**config.mk**
```make
export PLATFORM = sky130hd
export DESIGN_NAME = srs_speed_ref
export DESIGN_NICKNAME = d
export VERILOG_FILES = /design/src/srs_pkg.sv /design/src/srs_speed_ref.sv
export SDC_FILE = /design/constraint.sdc
export NUM_CORES = 1
export LEC_CHECK = 0
export BUFFER_PORTS_ARGS = -buffer_cell sky130_fd_sc_hd__buf_2
export CAP_MARGIN = 20
export CORE_MARGIN = 8
export CORE_UTILIZATION = 44
export DETAILED_ROUTE_END_ITERATION = 10
export PLACE_DENSITY = 0.66
export SLEW_MARGIN = 10
export SYNTH_ARGS = -nofsm -noshare
export SYNTH_HDL_FRONTEND = slang
export SYNTH_SLANG_ARGS = --single-unit
```
**constraint.sdc**
```tcl
create_clock -name clk_sys_in -period 5.72 [get_ports clk_sys_in]
set_input_delay 1.144 -clock clk_sys_in [delete_from_list [all_inputs] [get_ports clk_sys_in]]
set_output_delay 1.144 -clock clk_sys_in [all_outputs]
set_load 0.01 [all_outputs]
```
**src/srs_pkg.sv**
```systemverilog
package srs_pkg;

  // ---------------------------------------------------------------------------
  // widths
  // ---------------------------------------------------------------------------
  localparam int unsigned SRS_REF_W = 16;
  localparam int unsigned SRS_CMD_W = 16;

  // ---------------------------------------------------------------------------
  // reset values and codes
  // ---------------------------------------------------------------------------
  localparam logic [15:0] SRS_MIN_CLAMP_RST  = 16'h0000;  // 0.0 rpm, 0.1 rpm units
  localparam logic [15:0] SRS_MAX_CLAMP_RST  = 16'h2710;  // 1000.0 rpm, 0.1 rpm units
  localparam logic [15:0] SRS_ACCEL_RST      = 16'h01F4;  // 5.00 s, 0.01 s units
  localparam logic [15:0] SRS_DECEL_RST      = 16'h01F4;  // 5.00 s, 0.01 s units
  localparam logic [2:0]  SRS_SEL_CODE_RST   = 3'h0;
  localparam logic [2:0]  SRS_SEL_CODE_MAX   = 3'h6;
  localparam logic [2:0]  SRS_COPY_AUTO      = 3'h3;
  localparam logic [2:0]  SRS_COPY_BOOT      = 3'h4;
  localparam logic [2:0]  SRS_COPY_READ      = 3'h1;
  localparam logic [2:0]  SRS_COPY_PROG      = 3'h2;
  localparam logic [2:0]  SRS_COPY_NONE      = 3'h0;
  localparam logic [2:0]  SRS_PRESET_ANALOG  = 3'h0;  // preset selector value 1, zero based
  localparam logic [2:0]  SRS_IDX_NO_BITS    = 3'h1;  // source index with no select bit set
  localparam logic [15:0] SRS_CMD_NONE       = 16'h0000;

  // ---------------------------------------------------------------------------
  // register map, word index times four
  // ---------------------------------------------------------------------------
  localparam logic [7:0] SRS_A_MIN_CLAMP  = 8'h00;
  localparam logic [7:0] SRS_A_MAX_CLAMP  = 8'h04;
  localparam logic [7:0] SRS_A_ACCEL      = 8'h08;
  localparam logic [7:0] SRS_A_DECEL      = 8'h0C;
  localparam logic [7:0] SRS_A_SEL_CODE   = 8'h10;
  localparam logic [7:0] SRS_A_PRESET_SEL = 8'h14;
  localparam logic [7:0] SRS_A_CMD        = 8'h18;
  localparam logic [7:0] SRS_A_COPY       = 8'h1C;
  localparam logic [7:0] SRS_A_STATUS     = 8'h20;
  localparam logic [7:0] SRS_A_IRQ_STAT   = 8'h24;
  localparam logic [7:0] SRS_A_IRQ_EN     = 8'h28;
  localparam logic [7:0] SRS_A_IRQ_CLR    = 8'h2C;
  localparam logic [7:0] SRS_A_PRESET0    = 8'h40;

  localparam int unsigned SRS_IRQ_W = 3;  // bit0 done, bit1 refused, bit2 trip

  typedef enum logic [1:0] {
    SRS_ACT_IDLE = 2'b00,
    SRS_ACT_BUSY = 2'b01
  } srs_act_state_t;

  typedef struct packed {
    logic        start;   // one-cycle drive reset request
    logic        enabled; // drive enabled, action cannot start
    logic        done;    // action completed ok
    logic        fail;    // action failed after start
    logic        save;    // a parameter save occurred
  } srs_action_t;

endpackage

```
**src/srs_speed_ref.sv**
```systemverilog
`timescale 1ns/1ps
// Contract
// RULE1: clear command on successful reset-started action
// RULE2: action cannot start: keep command, no trip
// RULE3: started action fails: trip, keep command
// RULE4: success clears command; copy mode if below 3
// RULE5: copy 1/2 with valid command: command only, zero both
// RULE6: copy 3/4 writes card on every save
// RULE7: clamp between min and max; jog ignores min
// RULE8: max clamp bounds both directions, default 1000
// RULE9: accel setting is time per max speed
// RULE10: decel setting is time per max speed
// RULE11: code 0 uses terminals, 1-6 direct
// RULE12: no bits gives 1; bits give 2-6
// RULE13: lowest-numbered select bit wins
// RULE14: index 1/2 analog if preset 1, else preset
// RULE15: 4 keypad, 5 precision, 6 keypad only
// RULE16: keypad-only: keypad sequencing, jog disabled
// RULE17: selection re-evaluated every update cycle
module srs_speed_ref (
  input  wire logic                            clk_sys_in,
  input  wire logic                            rstn_in,
  input  wire logic                            ce_in,
  input  wire logic [7:0]                      addr_in,
  input  wire logic [31:0]                     wdata_in,
  input  wire logic                            wr_in,
  input  wire logic                            rd_in,
  input  wire logic [4:0]                      sel_bits_in,
  input  wire logic [srs_pkg::SRS_REF_W-1:0]   analog1_in,
  input  wire logic [srs_pkg::SRS_REF_W-1:0]   analog2_in,
  input  wire logic [srs_pkg::SRS_REF_W-1:0]   keypad_ref_in,
  input  wire logic [srs_pkg::SRS_REF_W-1:0]   prec_coarse_in,
  input  wire logic [srs_pkg::SRS_REF_W-1:0]   prec_fine_in,
  input  wire logic                            jog_in,
  input  wire logic                            reverse_in,
  input  wire logic [4:0]                      seq_bits_in,
  input  wire logic [4:0]                      keypad_keys_in,
  input  wire srs_pkg::srs_action_t            action_in,
  output logic [31:0]                          rdata_out,
  output logic [srs_pkg::SRS_REF_W-1:0]        ref_mag_out,
  output logic                                 ref_rev_out,
  output logic [2:0]                           src_index_out,
  output logic [4:0]                           seq_out,
  output logic                                 jog_en_out,
  output logic [15:0]                          accel_time_out,
  output logic [15:0]                          decel_time_out,
  output logic                                 action_go_out,
  output logic                                 card_write_out,
  output logic                                 trip_out,
  output logic                                 irq_out
);
  import srs_pkg::*;

  // ---------------------------------------------------------------------------
  // synchronisers
  // ---------------------------------------------------------------------------
  logic [4:0]  sel_s1_reg, sel_s2_reg, seq_s1_reg, seq_s2_reg, key_s1_reg, key_s2_reg;
  logic [1:0]  jr_s1_reg, jr_s2_reg;

  always_ff @(posedge clk_sys_in or negedge rstn_in) begin
    if (!rstn_in) begin
      sel_s1_reg <= 5'h00;
      sel_s2_reg <= 5'h00;
      seq_s1_reg <= 5'h00;
      seq_s2_reg <= 5'h00;
      key_s1_reg <= 5'h00;
      key_s2_reg <= 5'h00;
      jr_s1_reg  <= 2'h0;
      jr_s2_reg  <= 2'h0;
    end else if (ce_in) begin
      sel_s1_reg <= sel_bits_in;
      sel_s2_reg <= sel_s1_reg;
      seq_s1_reg <= seq_bits_in;
      seq_s2_reg <= seq_s1_reg;
      key_s1_reg <= keypad_keys_in;
      key_s2_reg <= key_s1_reg;
      jr_s1_reg  <= {jog_in, reverse_in};
      jr_s2_reg  <= jr_s1_reg;
    end
  end

  // ---------------------------------------------------------------------------
  // registers
  // ---------------------------------------------------------------------------
  logic [15:0]          min_ref_clamp_reg, max_ref_clamp_reg;
  logic [15:0]          accel_time_setting_reg, decel_time_setting_reg;
  logic [2:0]           ref_selector_code_reg, preset_sel_reg;
  logic [SRS_CMD_W-1:0] cmd_reg;
  logic [2:0]           copy_mode_short_menu_reg;
  logic [15:0]          preset_reg [8];
  logic [SRS_IRQ_W-1:0] irq_stat_reg, irq_en_reg, irq_set;
  logic                 wr_cmd, wr_copy, wr_clr;
  srs_act_state_t       act_reg;

  assign wr_cmd  = ce_in && wr_in && addr_in == SRS_A_CMD;
  assign wr_copy = ce_in && wr_in && addr_in == SRS_A_COPY;
  assign wr_clr  = ce_in && wr_in && addr_in == SRS_A_IRQ_CLR;

  always_ff @(posedge clk_sys_in or negedge rstn_in) begin
    if (!rstn_in) begin
      min_ref_clamp_reg      <= SRS_MIN_CLAMP_RST;  // RULE7
      max_ref_clamp_reg      <= SRS_MAX_CLAMP_RST;  // RULE8
      accel_time_setting_reg <= SRS_ACCEL_RST;      // RULE9
      decel_time_setting_reg <= SRS_DECEL_RST;      // RULE10
      ref_selector_code_reg  <= SRS_SEL_CODE_RST;   // RULE11
      preset_sel_reg         <= SRS_PRESET_ANALOG;
      irq_en_reg             <= '0;
      for (int i = 0; i < 8; i++) begin
        preset_reg[i] <= 16'h0000;
      end
    end else if (ce_in && wr_in) begin
      unique case (addr_in)
        SRS_A_MIN_CLAMP:  min_ref_clamp_reg      <= wdata_in[15:0];
        SRS_A_MAX_CLAMP:  max_ref_clamp_reg      <= wdata_in[15:0];
        SRS_A_ACCEL:      accel_time_setting_reg <= wdata_in[15:0];
        SRS_A_DECEL:      decel_time_setting_reg <= wdata_in[15:0];
        SRS_A_SEL_CODE: begin
          if (wdata_in[2:0] <= SRS_SEL_CODE_MAX) begin
            ref_selector_code_reg <= wdata_in[2:0];
          end
        end
        SRS_A_PRESET_SEL: preset_sel_reg <= wdata_in[2:0];
        SRS_A_IRQ_EN:     irq_en_reg     <= wdata_in[SRS_IRQ_W-1:0];
        default: begin
          if (addr_in[7:5] == SRS_A_PRESET0[7:5] && addr_in[1:0] == 2'h0) begin
            preset_reg[addr_in[4:2]] <= wdata_in[15:0];
          end
        end
      endcase
    end
  end

  // ---------------------------------------------------------------------------
  // command and copy mode housekeeping
  // ---------------------------------------------------------------------------
  logic cmd_valid, copy_low;
  assign cmd_valid = cmd_reg != SRS_CMD_NONE;
  assign copy_low  = copy_mode_short_menu_reg < SRS_COPY_AUTO;

  always_ff @(posedge clk_sys_in or negedge rstn_in) begin
    if (!rstn_in) begin
      act_reg        <= SRS_ACT_IDLE;
      action_go_out  <= 1'b0;
      trip_out       <= 1'b0;
      card_write_out <= 1'b0;
      irq_set        <= '0;
    end else if (ce_in) begin
      action_go_out  <= 1'b0;
      card_write_out <= action_in.save &&
                        (copy_mode_short_menu_reg == SRS_COPY_AUTO ||
                         copy_mode_short_menu_reg == SRS_COPY_BOOT);  // RULE6
      irq_set        <= '0;
      unique case (act_reg)
        SRS_ACT_IDLE: begin
          if (action_in.start && (cmd_valid || copy_mode_short_menu_reg != SRS_COPY_NONE)) begin
            if (action_in.enabled) begin
              irq_set[1] <= 1'b1;  // RULE2
            end else begin
              act_reg       <= SRS_ACT_BUSY;
              action_go_out <= 1'b1;
              trip_out      <= 1'b0;
            end
          end
        end
        SRS_ACT_BUSY: begin
          if (action_in.fail) begin
            act_reg    <= SRS_ACT_IDLE;
            trip_out   <= 1'b1;  // RULE3
            irq_set[2] <= 1'b1;
          end else if (action_in.done) begin
            act_reg    <= SRS_ACT_IDLE;
            irq_set[0] <= 1'b1;
          end
        end
      endcase
    end
  end

  always_ff @(posedge clk_sys_in or negedge rstn_in) begin
    if (!rstn_in) begin
      cmd_reg                  <= SRS_CMD_NONE;
      copy_mode_short_menu_reg <= SRS_COPY_NONE;
    end else if (ce_in) begin
      if (act_reg == SRS_ACT_BUSY && action_in.done && !action_in.fail) begin
        cmd_reg <= SRS_CMD_NONE;  // RULE1
        if (copy_low) begin
          copy_mode_short_menu_reg <= SRS_COPY_NONE;  // RULE4 RULE5
        end
      end else begin
        if (wr_cmd) begin
          cmd_reg <= wdata_in[SRS_CMD_W-1:0];
        end
        if (wr_copy && wdata_in[2:0] <= SRS_COPY_BOOT) begin
          copy_mode_short_menu_reg <= wdata_in[2:0];
        end
      end
    end
  end

  // ---------------------------------------------------------------------------
  // interrupts
  // ---------------------------------------------------------------------------
  always_ff @(posedge clk_sys_in or negedge rstn_in) begin
    if (!rstn_in) begin
      irq_stat_reg <= '0;
      irq_out      <= 1'b0;
    end else if (ce_in) begin
      irq_stat_reg <= (irq_stat_reg & ~(wr_clr ? wdata_in[SRS_IRQ_W-1:0] : '0)) | irq_set;
      irq_out      <= |(irq_stat_reg & irq_en_reg);
    end
  end

  // ---------------------------------------------------------------------------
  // reference selection
  // ---------------------------------------------------------------------------
  logic [2:0]  idx;
  logic [15:0] raw_ref, lo_lim, clamped;
  logic        keypad_only;

  always_comb begin
    idx = SRS_IDX_NO_BITS;  // RULE12
    if (ref_selector_code_reg != SRS_SEL_CODE_RST) begin
      idx = ref_selector_code_reg;  // RULE11
    end else begin
      for (int b = 4; b >= 0; b--) begin
        if (sel_s2_reg[b]) begin
          idx = 3'(b + 2);  // RULE13
        end
      end
    end
  end

  always_comb begin
    unique case (idx)
      3'h1:    raw_ref = (preset_sel_reg == SRS_PRESET_ANALOG) ? analog1_in : preset_reg[preset_sel_reg];  // RULE14
      3'h2:    raw_ref = (preset_sel_reg == SRS_PRESET_ANALOG) ? analog2_in : preset_reg[preset_sel_reg];
      3'h4:    raw_ref = keypad_ref_in;  // RULE15
      3'h5:    raw_ref = prec_coarse_in + {8'h00, prec_fine_in[15:8]};
      3'h6:    raw_ref = keypad_ref_in;
      default: raw_ref = preset_reg[preset_sel_reg];
    endcase
  end

  assign keypad_only = idx == 3'h6;
  assign lo_lim  = jr_s2_reg[1] && !keypad_only ? 16'h0000 : min_ref_clamp_reg;  // RULE7
  assign clamped = raw_ref > max_ref_clamp_reg ? max_ref_clamp_reg :
                   (raw_ref < lo_lim ? lo_lim : raw_ref);  // RULE8

  always_ff @(posedge clk_sys_in or negedge rstn_in) begin
    if (!rstn_in) begin
      ref_mag_out    <= 16'h0000;
      ref_rev_out    <= 1'b0;
      src_index_out  <= SRS_IDX_NO_BITS;
      seq_out        <= 5'h00;
      jog_en_out     <= 1'b0;
      accel_time_out <= SRS_ACCEL_RST;
      decel_time_out <= SRS_DECEL_RST;
    end else if (ce_in) begin
      ref_mag_out    <= clamped;  // RULE17
      ref_rev_out    <= jr_s2_reg[0];
      src_index_out  <= idx;
      seq_out        <= keypad_only ? key_s2_reg : seq_s2_reg;  // RULE16
      jog_en_out     <= jr_s2_reg[1] && !keypad_only;
      accel_time_out <= accel_time_setting_reg;  // RULE9
      decel_time_out <= decel_time_setting_reg;  // RULE10
    end
  end

  // ---------------------------------------------------------------------------
  // read port
  // ---------------------------------------------------------------------------
  always_ff @(posedge clk_sys_in or negedge rstn_in) begin
    if (!rstn_in) begin
      rdata_out <= 32'h00000000;
    end else if (ce_in) begin
      rdata_out <= 32'h00000000;
      if (rd_in) begin
        unique case (addr_in)
          SRS_A_MIN_CLAMP:  rdata_out <= {16'h0000, min_ref_clamp_reg};
          SRS_A_MAX_CLAMP:  rdata_out <= {16'h0000, max_ref_clamp_reg};
          SRS_A_ACCEL:      rdata_out <= {16'h0000, accel_time_setting_reg};
          SRS_A_DECEL:      rdata_out <= {16'h0000, decel_time_setting_reg};
          SRS_A_SEL_CODE:   rdata_out <= {29'h0, ref_selector_code_reg};
          SRS_A_PRESET_SEL: rdata_out <= {29'h0, preset_sel_reg};
          SRS_A_CMD:        rdata_out <= {16'h0000, cmd_reg};
          SRS_A_COPY:       rdata_out <= {29'h0, copy_mode_short_menu_reg};
          SRS_A_STATUS:     rdata_out <= {26'h0, trip_out, act_reg == SRS_ACT_BUSY, 1'b0, idx};
          SRS_A_IRQ_STAT:   rdata_out <= {29'h0, irq_stat_reg};
          SRS_A_IRQ_EN:     rdata_out <= {29'h0, irq_en_reg};
          default: begin
            if (addr_in[7:5] == SRS_A_PRESET0[7:5] && addr_in[1:0] == 2'h0) begin
              rdata_out <= {16'h0000, preset_reg[addr_in[4:2]]};
            end
          end
        endcase
      end
    end
  end

  // ---------------------------------------------------------------------------
  // checks
  // ---------------------------------------------------------------------------
  chk_fail_trips: assert property (@(posedge clk_sys_in) disable iff (!rstn_in)  // RULE3
    ce_in && act_reg == SRS_ACT_BUSY && action_in.fail |=> trip_out && $stable(cmd_reg))
    else $error("failed action did not trip");
  chk_done_clears: assert property (@(posedge clk_sys_in) disable iff (!rstn_in)  // RULE1
    ce_in && act_reg == SRS_ACT_BUSY && action_in.done && !action_in.fail |=> cmd_reg == SRS_CMD_NONE)
    else $error("command not cleared");
  chk_refuse_keeps: assert property (@(posedge clk_sys_in) disable iff (!rstn_in)  // RULE2
    ce_in && act_reg == SRS_ACT_IDLE && action_in.start && action_in.enabled
    |=> act_reg == SRS_ACT_IDLE && trip_out == $past(trip_out))
    else $error("refused action started");
  chk_copy_high_kept: assert property (@(posedge clk_sys_in) disable iff (!rstn_in)  // RULE4
    ce_in && act_reg == SRS_ACT_BUSY && action_in.done && !copy_low |=> !copy_low)
    else $error("copy mode 3 or 4 cleared");
  chk_copy_low_zero: assert property (@(posedge clk_sys_in) disable iff (!rstn_in)  // RULE5
    ce_in && act_reg == SRS_ACT_BUSY && action_in.done && !action_in.fail && copy_low
    |=> copy_mode_short_menu_reg == SRS_COPY_NONE)
    else $error("copy mode not zeroed");
  chk_card_save: assert property (@(posedge clk_sys_in) disable iff (!rstn_in)  // RULE6
    ce_in && action_in.save && copy_mode_short_menu_reg >= SRS_COPY_AUTO |=> card_write_out)
    else $error("no card write on save");
  chk_max_bound: assert property (@(posedge clk_sys_in) disable iff (!rstn_in)  // RULE8
    ce_in ##1 $stable(max_ref_clamp_reg) |-> ref_mag_out <= max_ref_clamp_reg)
    else $error("reference above max clamp");
  chk_index_follow: assert property (@(posedge clk_sys_in) disable iff (!rstn_in)  // RULE17
    ce_in && ref_selector_code_reg == SRS_SEL_CODE_RST && sel_s2_reg[0] |=> src_index_out == 3'h2)
    else $error("index did not follow bit one");
  chk_keypad_jog: assert property (@(posedge clk_sys_in) disable iff (!rstn_in)  // RULE16
    ce_in && keypad_only |=> !jog_en_out)
    else $error("jog enabled in keypad-only");
  chk_refuse_no_go: assert property (@(posedge clk_sys_in) disable iff (!rstn_in)  // RULE2
    ce_in && act_reg == SRS_ACT_IDLE && action_in.start && action_in.enabled && !wr_cmd
    |=> !action_go_out && $stable(cmd_reg))
    else $error("refused action changed command");
  chk_term_none: assert property (@(posedge clk_sys_in) disable iff (!rstn_in)  // RULE12
    ce_in && ref_selector_code_reg == SRS_SEL_CODE_RST && sel_s2_reg == 5'h00
    |=> src_index_out == SRS_IDX_NO_BITS)
    else $error("index not one with no bits");
  chk_code_direct: assert property (@(posedge clk_sys_in) disable iff (!rstn_in)  // RULE11
    ce_in && ref_selector_code_reg != SRS_SEL_CODE_RST
    |=> src_index_out == $past(ref_selector_code_reg))
    else $error("index not equal to code");

endmodule // srs_speed_ref

```
==> results of run 1 <==
-- worst paths after layout --
path                                     to  slack [ps]  depth (start not counted)
setup reg to reg            ref_mag_out[10]         490                         16
hold / removal             src_index_out[0]         470                          2
hold reg to reg            src_index_out[0]         470                          2
setup / recovery            ref_mag_out[10]         490                         16
min in group asynchronous        seq_out[1]         630                          1
max in group asynchronous    preset_reg[39]        3810                          2
-- per-layer routing --
layer | track usage | vias to the layer above
met5 | 0 | -
met4 | 0.0747 | 4
met3 | 0.0457 | 102
met2 | 0.354 | 549
met1 | 0.311 | 6885
li1 | - | 5932
-- power groups by stage --
stage                     combinational [mW]  clock, mW  sequential, mW
after floorplan                        0.744          0            2.71
after global placement                  1.23          0            2.71
after detailed placement                1.26          0            2.71
after CTS                               1.26       2.34            2.67
after global routing                    1.38       2.43            2.69
final                                   1.26       2.30            2.67
-- cells in the mapped netlist, types with 10 or more instances --
library cell / n
and2_1: 22
buf_1: 19
nand2_1: 74
a21o_1: 10
a22o_1: 20
dfstp_2: 30
inv_1: 67
nor2_1: 66
nor3_1: 12
mux2_2: 279
xnor2_1: 10
clkbuf_1: 69
a22oi_1: 28
ha_1: 35
nand2b_1: 10
mux4_2: 62
nand3_1: 24
a21oi_1: 41
o22ai_1: 29
buf_4: 18
mux2i_1: 41
nor2b_1: 12
a222oi_1: 15
o21ai_0: 38
dfrtp_1: 309
a221oi_1: 17
-- area by class of cell --
type | count | share of cell area
flip-flops and latches | 339 | 0.406
diodes | 1 | 0.000119
repair buffers | 252 | 0.0692
well taps | 532 | 0.0317
inverters | 67 | 0.0120
clock inverters | 7 | 0.00322
multi-input cells | 985 | 0.426
clock buffers | 59 | 0.0519
-- through the flow --
stage               setup WS [ps]  total power, mW  area (um2)
floorplan                     741             3.45       18200
global placement              162             3.94       19800
detailed placement           78.6             3.97       19800
CTS                           530             6.28       21000
global route                  229             6.50       21000
finish                        495             6.23       21000
-- worst max-delay path, stage by stage (launching register included) --
cell	delay (ps)
dfrtp_1	460
or3_1	460
o41ai_1	510
and2_1	330
a221o_1	250
nor2_1	50
o21ai_0	560
ha_1	380
o211a_1	130
o21a_1	160
o21a_1	160
o21a_1	160
o21a_1	160
o311ai_0	410
a2bb2oi_1	160
and2_1	350
a221o_1	410
-- cells in the final DEF, fill, tap and decap left out, types with 38 or more instances in the layout --
| cell type | synthesis | layout |
|---|---|---|
| nor2_1 | 66 | 65 |
| nand2_1 | 74 | 74 |
| o21ai_0 | 38 | 38 |
| dfrtp_1 | 309 | 308 |
| a21oi_1 | 41 | 41 |
| clkbuf_16 | 0 | 38 |
| inv_1 | 67 | 67 |
| mux2i_1 | 41 | 41 |
| buf_2 | 6 | 198 |
| mux4_2 | 62 | 62 |
| buf_4 | 18 | 48 |
| mux2_2 | 279 | 279 |
-- cell families after synthesis --
| family | count (synthesis) |
|---|---|
| multiplexers | 385 |
| flip-flops | 339 |
| AO/OA/AOI/OAI | 268 |
| AND/OR/NAND/NOR | 264 |
| buffers and inverters | 181 |
| adder cells (fa/ha/maj) | 37 |
| XOR/XNOR | 15 |
| other | 1 |
==> impl_metrics.env, run 1 <==
export IMPL_stdcell_count=2242
export IMPL_clkSinkCount=339
export IMPL_synth_top_family_by_area="multiplexers"
export IMPL_cts_resized=0
export IMPL_synth_cells=1490
export IMPL_clkLatencyLatePin_ps=540
export IMPL_ys_ff_latch=339
export IMPL_slew_violations=0
export IMPL_combPwrFrac=0.202
export IMPL_wl_per_cell_um=24.5
export IMPL_synthMuxAreaShare=0.276
export IMPL_min_from="src_index_out[0]"
export IMPL_finalCriticalPeriod_ps=5230
export IMPL_die_w_um=219
export IMPL_synth_edf_count=0
export IMPL_synth_compound_area_frac=0.107
export IMPL_finalCritPeriodShare=0.914
export IMPL_initial_core_util=0.445
export IMPL_final_util=0.515
export IMPL_grt_antenna_before_repair=4
export IMPL_dr_first_iter_drc_count=1109
export IMPL_viasPerCell=6.01
export IMPL_wl_met2_um=25100
export IMPL_grt_pass1_vias=13600
export IMPL_yosys_area_top_type="dfrtp_1"
export IMPL_synthSimpleGateAreaFrac=0.0711
export IMPL_start_kind="flip-flop"
export IMPL_rsz0062_at_grt="false"
export IMPL_setup_viol=0
export IMPL_regArea_mm2=0.00852
export IMPL_worstSetupPathType="reg2reg"
export IMPL_tightest_slew_ps=1160
export IMPL_cap_viol_max_count=0
export IMPL_grt_pass1_wl_um=83800
export IMPL_power_switching_mw=1.81
export IMPL_clkTransAtPathRegs_ps=60
export IMPL_synthTopCellsByArea="dfrtp_1 43%, mux2_2 17%, mux4_2 7.7%"
export IMPL_synth_ff_type="dfrtp_1"
export IMPL_grt_usage=0.226
export IMPL_status="finished clean"
export IMPL_arrival_ps=5640
export IMPL_synth_async_reset_ratio=1.00
export IMPL_dp_cells=2173
export IMPL_top_layer="met5"
export IMPL_fin_tns_setup_ps=0
export IMPL_multiInputGateArea_mm2=0.00894
export IMPL_holdBufCountCts=0
export IMPL_fp_row_count=74
export IMPL_core_area_mm2=0.0407
export IMPL_hold_path_class="reg2reg"
export IMPL_synth_xor_area_frac=0.00724
export IMPL_io_buffers=200
export IMPL_ios=241
export IMPL_area_growth_pct=15.8
export IMPL_grt_overflow=0
export IMPL_synth_top_area_share=0.426
export IMPL_ant_nets=0
export IMPL_fin_skew_ps=18.9
export IMPL_nets=1865
export IMPL_grt_max_degree=102
export IMPL_cts_buffers=37
export IMPL_wl_met3_um=4350
export IMPL_p_sw_frac=0.290
export IMPL_ys_seq_area_frac=0.470
export IMPL_hold_viol_final=0
export IMPL_clockRootBuffer="clkbuf_16"
export IMPL_peakVddDrop_v=0.000175
export IMPL_wl_met1_um=23600
export IMPL_cts_setup_buffers=0
export IMPL_clk_path_buf_depth=3
export IMPL_dieArea_mm2=0.0480
export IMPL_nFillCells=3554
export IMPL_hpwl_um=40100
export IMPL_drt_drc_violations_left=0
export IMPL_yosys_warnings=0
export IMPL_largest_reg_flops=128
export IMPL_worstPathRequired_ps=6140
export IMPL_endpoint_kind="flip-flop"
export IMPL_vias=13500
export IMPL_r2r_start="sel_s2_reg[2]"
export IMPL_hold_ws_ps=475
export IMPL_intPower_mw=4.42
export IMPL_wl_um=54900
export IMPL_syn_cell_area_mm2=0.0181
export IMPL_critPathMaxFanout=13
export IMPL_clkPwrFrac=0.369
export IMPL_synth_fa_ha_area_frac=0.0258
export IMPL_cts_tree="built"
export IMPL_htreeDepth=2
export IMPL_dr_pass1_iters=5
export IMPL_slew_headroom=0.222
export IMPL_syn_area_per_cell_um2=12.2
export IMPL_startpoint="sel_s2_reg[2]"
export IMPL_gp_congestion=0.913
export IMPL_yosysUniqueCellTypes=75
export IMPL_seq_power_share=0.429
export IMPL_max_freq_ghz=0.191
export IMPL_drive_gt1_frac=0.408
export IMPL_fp_dieH_um=219
export IMPL_powerDensity_mw_per_mm2=297
export IMPL_p_leak_nw=9.82
(Power assumes the default switching activity.)
==> run 2, diff against run 1 <==
clock period = 5.6 ns   (was 5.72 ns; I/O delays follow)
==> run 2 against run 1 <==
Sequential power rose by 2%; count of clock-buffer cells in the layout is 7 lower; register-to-register slack lost 100 ps; clock skew is 5.2 ps higher; total power increased by 4.1%; clock power is 7% higher; final cell count is 0.40% higher; first-iteration DRC count grew 5.4%; core utilization up 0.31 points; largest cell class unchanged; largest power group unchanged.
==> impl_metrics.env, run 2 (same netlist as run 1, synthesis figures left out) <==
export IMPL_initial_core_util=0.445
export IMPL_clkTransAtPathRegs_ps=60
export IMPL_io_buffers=200
export IMPL_start_kind="flip-flop"
export IMPL_regArea_mm2=0.00852
export IMPL_slew_headroom=0.256
export IMPL_finalCritPeriodShare=0.930
export IMPL_cts_tree="built"
export IMPL_viasPerCell=5.96
export IMPL_final_cell_mix="308 x dfrtp_1, 279 x mux2_2, 198 x buf_2"
export IMPL_p_leak_nw=9.91
export IMPL_dr_first_iter_drc_count=1169
export IMPL_grt_antenna_before_repair=2
export IMPL_dr_pass1_iters=5
export IMPL_endpoint_kind="flip-flop"
export IMPL_status="finished clean"
export IMPL_worstPathRequired_ps=6030
export IMPL_gp_congestion=0.925
export IMPL_finalCriticalPeriod_ps=5210
export IMPL_area_growth_pct=16.4
export IMPL_nets=1872
export IMPL_hold_path_class="reg2reg"
export IMPL_intPower_mw=4.61
export IMPL_stdcell_count=2251
export IMPL_layout_commonest_cell="dfrtp_1"
export IMPL_grt_pass1_wl_um=83700
export IMPL_drt_drc_violations_left=0
export IMPL_grt_overflow=0
export IMPL_fin_skew_ps=24.1
export IMPL_grt_pass1_vias=13800
export IMPL_seq_power_share=0.421
export IMPL_peakVddDrop_v=0.000189
export IMPL_clkLatencyLatePin_ps=540
export IMPL_htreeDepth=2
export IMPL_holdBufCountCts=0
export IMPL_cts_setup_buffers=0
export IMPL_vias=13400
export IMPL_worstSetupPathType="reg2reg"
export IMPL_final_util=0.518
export IMPL_clockRootBuffer="clkbuf_16"
export IMPL_cts_resized=0
export IMPL_ant_nets=0
export IMPL_power_switching_mw=1.87
export IMPL_setup_viol=0
export IMPL_powerDensity_mw_per_mm2=307
export IMPL_arrival_ps=5640
export IMPL_ios=241
export IMPL_nFillCells=3506
export IMPL_clk_path_buf_depth=3
export IMPL_dieArea_mm2=0.0480
export IMPL_tightest_slew_ps=1110
export IMPL_dp_cells=2181
export IMPL_p_total_mw=6.48
export IMPL_slew_violations=0
export IMPL_multiInputGateArea_mm2=0.00894
export IMPL_die_w_um=219
export IMPL_p_sw_frac=0.289
export IMPL_fin_tns_setup_ps=0
export IMPL_hold_viol_final=0
export IMPL_core_area_mm2=0.0407
export IMPL_cap_viol_max_count=0
export IMPL_clkPwrFrac=0.378
export IMPL_cts_buffers=37
export IMPL_wl_um=54800
export IMPL_combPwrFrac=0.201
export IMPL_grt_usage=0.225
export IMPL_clkSinkCount=339
export IMPL_grt_max_degree=116
export IMPL_hpwl_um=39900
export IMPL_rsz0062_at_grt="false"
export IMPL_max_freq_ghz=0.192
export IMPL_largest_reg_flops=128
export IMPL_fp_dieH_um=219
export IMPL_drive_gt1_frac=0.417
export IMPL_fp_row_count=74
export IMPL_critPathMaxFanout=10
export IMPL_wl_per_cell_um=24.3
run 2: critical path, cell delays in order (launching register included):
cell      delay (ps)
dfrtp_1          450
or3_1            460
o41ai_1          590
and2_1           360
buf_4            210
a22oi_1           90
o21ai_0          150
nor3_1            80
o22ai_1          480
ha_1             250
a21oi_1           60
nor2b_1          110
o21ai_0           90
nand2_1          150
a21oi_1           90
or4_1            500
o31a_1           290
buf_12           160
mux2_4           300
a221oi_2         230
run 2: power by group through the flow:
stage          Clock (mW)  Sequential [mW]  Combinational (mW)
4_1_cts              2.50             2.73                1.31
5_1_grt              2.61             2.75                1.43
3_5_place_dp            0             2.77                1.30
3_3_place_gp            0             2.76                1.28
2_1_floorplan           0             2.77               0.760
6_report             2.45             2.73                1.30
run 2: routing by layer:
metal,wire [um],part of all wire,track usage,vias to the layer above
met5,12,0.00022,0,-
met4,2280,0.042,0.0941,2
met3,3790,0.069,0.0406,112
met2,24900,0.45,0.352,502
met1,23800,0.44,0.307,6855
li1,-,-,-,5938
run 2: worst paths after layout:
path,startpoint,slack [ps],depth (start not counted),end
max in group asynchronous,rstn_in,3890,2,rdata_out[5]
min in group asynchronous,rstn_in,580,1,jr_s1_reg[1]
worst min register to register,src_index_out[0],470,2,src_index_out[0]
worst max register to register,sel_s2_reg[2],390,19,ref_mag_out[8]
worst min-delay path,src_index_out[0],470,2,src_index_out[0]
worst max-delay path,sel_s2_reg[2],390,19,ref_mag_out[8]
run 2: stage by stage:
step / setup slack [ps] / area (um2) / hold slack (ps)
floorplan: 645 / 18200 / 449
global placement: 138 / 19900 / 461
detailed placement: 71.9 / 19900 / 468
CTS: 383 / 21100 / 478
global route: 59.5 / 21100 / 504
finish: 395 / 21100 / 474
run 2: area by class of cell:
class	count	area share
Multi-Input combinational cell	985	0.423
Clock inverter	16	0.00681
Antenna cell	1	0.000118
Inverter	67	0.0119
Sequential cell	339	0.404
Tap cell	532	0.0315
Clock buffer	52	0.0518
Timing Repair Buffer	259	0.0709
==> run 3, diff against run 2 <==
PLACE_DENSITY = 0.7   (was 0.66)
==> run 3 against run 2 <==
Core utilization decreased by 0.13 points; via count about the same; total power decreased by 0.61%; combinational power about the same; largest power group unchanged; highest routed layer unchanged.
==> impl_metrics.env, run 3 (same netlist as run 1, synthesis figures left out) <==
export IMPL_worstPathRequired_ps=6010
export IMPL_finalCriticalPeriod_ps=5130
export IMPL_worstSetupPathType="reg2reg"
export IMPL_rr_worst_depth=19
export IMPL_io_buffers=200
export IMPL_clk_path_buf_depth=3
export IMPL_ant_nets=0
export IMPL_gp_congestion=0.940
export IMPL_crit_top_cell="o21a_1"
export IMPL_peakVddDrop_v=0.000182
export IMPL_max_freq_ghz=0.195
export IMPL_largest_reg_flops=128
export IMPL_final_cell_mix="308 x dfrtp_1, 279 x mux2_2, 198 x buf_2"
export IMPL_ios=241
export IMPL_p_total_mw=6.44
export IMPL_slew_violations=0
export IMPL_initial_core_util=0.445
export IMPL_nFillCells=3531
export IMPL_hold_path_class="reg2reg"
export IMPL_cts_tree="built"
export IMPL_rsz0062_at_grt="false"
export IMPL_wl_per_cell_um=24.1
export IMPL_max_stage_delay_ps=560
export IMPL_htreeDepth=2
export IMPL_p_leak_nw=9.85
export IMPL_grt_antenna_before_repair=3
export IMPL_hold_ws_ps=467
export IMPL_start_kind="flip-flop"
export IMPL_grt_usage=0.221
export IMPL_cp_endpoint="ref_mag_out[6]"
export IMPL_area_growth_pct=16.2
export IMPL_hpwl_um=39300
export IMPL_slew_headroom=0.220
export IMPL_layout_commonest_cell="dfrtp_1"
export IMPL_r2r_start="sel_s2_reg[2]"
export IMPL_grt_max_degree=131
export IMPL_finalCritPeriodShare=0.916
export IMPL_fin_skew_ps=17.9
export IMPL_clockRootBuffer="clkbuf_16"
export IMPL_finalWorstSetupSlack_ps=470
export IMPL_critPathMaxFanout=10
export IMPL_arrival_ps=5540
export IMPL_clkSinkCount=339
export IMPL_hold_viol_final=0
export IMPL_grt_overflow=0
export IMPL_drive_gt1_frac=0.412
export IMPL_wl_um=54000
export IMPL_powerDensity_mw_per_mm2=306
export IMPL_rrSetupSlack_ps=470
export IMPL_n_antenna_cell=0
export IMPL_setup_viol=0
export IMPL_startpoint="sel_s2_reg[2]"
export IMPL_viasPerCell=5.98
export IMPL_grt_pass1_vias=13700
export IMPL_cts_buffers=36
export IMPL_fp_row_count=74
export IMPL_grt_pass1_wl_um=82400
export IMPL_cts_setup_buffers=0
export IMPL_endpoint_kind="flip-flop"
export IMPL_fp_dieH_um=219
export IMPL_tightest_slew_ps=1170
export IMPL_cts_resized=0
export IMPL_drt_drc_violations_left=0
export IMPL_critical_path_cell_chain="or3_1 > o41ai_1 > buf_4 > and2_1 > buf_4 > a221o_1 > nor2_1 > o21ai_0 > ha_1 > o211a_1 > o21a_1 > o21a_1 > o21a_1 > o21a_1 > o311ai_0 > a2bb2oi_1 > and2_1 > buf_4 > a221oi_1"
export IMPL_status="finished clean"
export IMPL_clkLatencyLatePin_ps=530
export IMPL_cap_viol_max_count=0
export IMPL_crit_path_top_delay_cell="o21ai_0"
export IMPL_min_path_cells=2
export IMPL_nets=1867
export IMPL_clkTransAtPathRegs_ps=60
export IMPL_die_w_um=219
export IMPL_core_area_mm2=0.0407
export IMPL_vias=13400
export IMPL_r2r_end="ref_mag_out[6]"
export IMPL_dr_pass1_iters=6
export IMPL_dieArea_mm2=0.0480
export IMPL_holdBufCountCts=0
export IMPL_place_ws_ps=69.9
export IMPL_dr_first_iter_drc_count=1132
export IMPL_fin_tns_setup_ps=0
==> run 3: area by class of cell <==
class / instances / area (um2) / share of cell area
repair buffers: 255 / 1460 / 0.0695
inverters: 67 / 251 / 0.0119
clock buffers: 55 / 1080 / 0.0514
well taps: 532 / 666 / 0.0316
clock inverters: 9 / 139 / 0.00659
multi-input cells: 985 / 8940 / 0.424
flip-flops and latches: 339 / 8520 / 0.405
==> run 3: critical path, delay by kind of cell (launching register included) <==
kind | cells | cell delay (ps)
AOI/OAI and AO/OA | 11 | 2770
and+or+nand+nor | 4 | 890
buffers and inverters | 3 | 540
DFF | 1 | 460
adders and majority gates | 1 | 370
==> run 3: worst min-delay path by stage <==
stage	to	slack [ps]	startpoint
final	src_index_out[0]	470	src_index_out[0]
after global routing	src_index_out[0]	490	src_index_out[0]
after CTS	src_index_out[0]	470	src_index_out[0]
after detailed placement	src_index_out[0]	460	src_index_out[0]
after global placement	src_index_out[0]	460	src_index_out[0]
after floorplan	jr_s2_reg[1]	450	jr_s1_reg[1]
==> run 3: report_power, final <==
group	internal (mW)	leakage (nW)	total, mW	switching, mW
sequential	2.61	4.45	2.73	0.117
combinational	0.568	4.81	1.29	0.725
clock	1.44	0.586	2.42	0.980
total	4.62	9.85	6.44	1.82
==> run 3: through the flow <==
step	instance area (um2)	instances	util
2_1_floorplan	18200	1505	-
3_3_place_gp	19800	2178	0.487
3_5_place_dp	19800	2178	0.487
4_1_cts	21100	2242	0.517
5_1_grt	21100	2242	0.517
6_report	21100	2242	0.517
==> run 3: metal layers <==
metal  vias to the layer above  wire, um  track usage
met2                       566     25200        0.355
met3                        80      4580       0.0472
met5                         -        16            0
li1                       5916         -            -
met4                         2      1510       0.0654
met1                      6849     22700        0.300
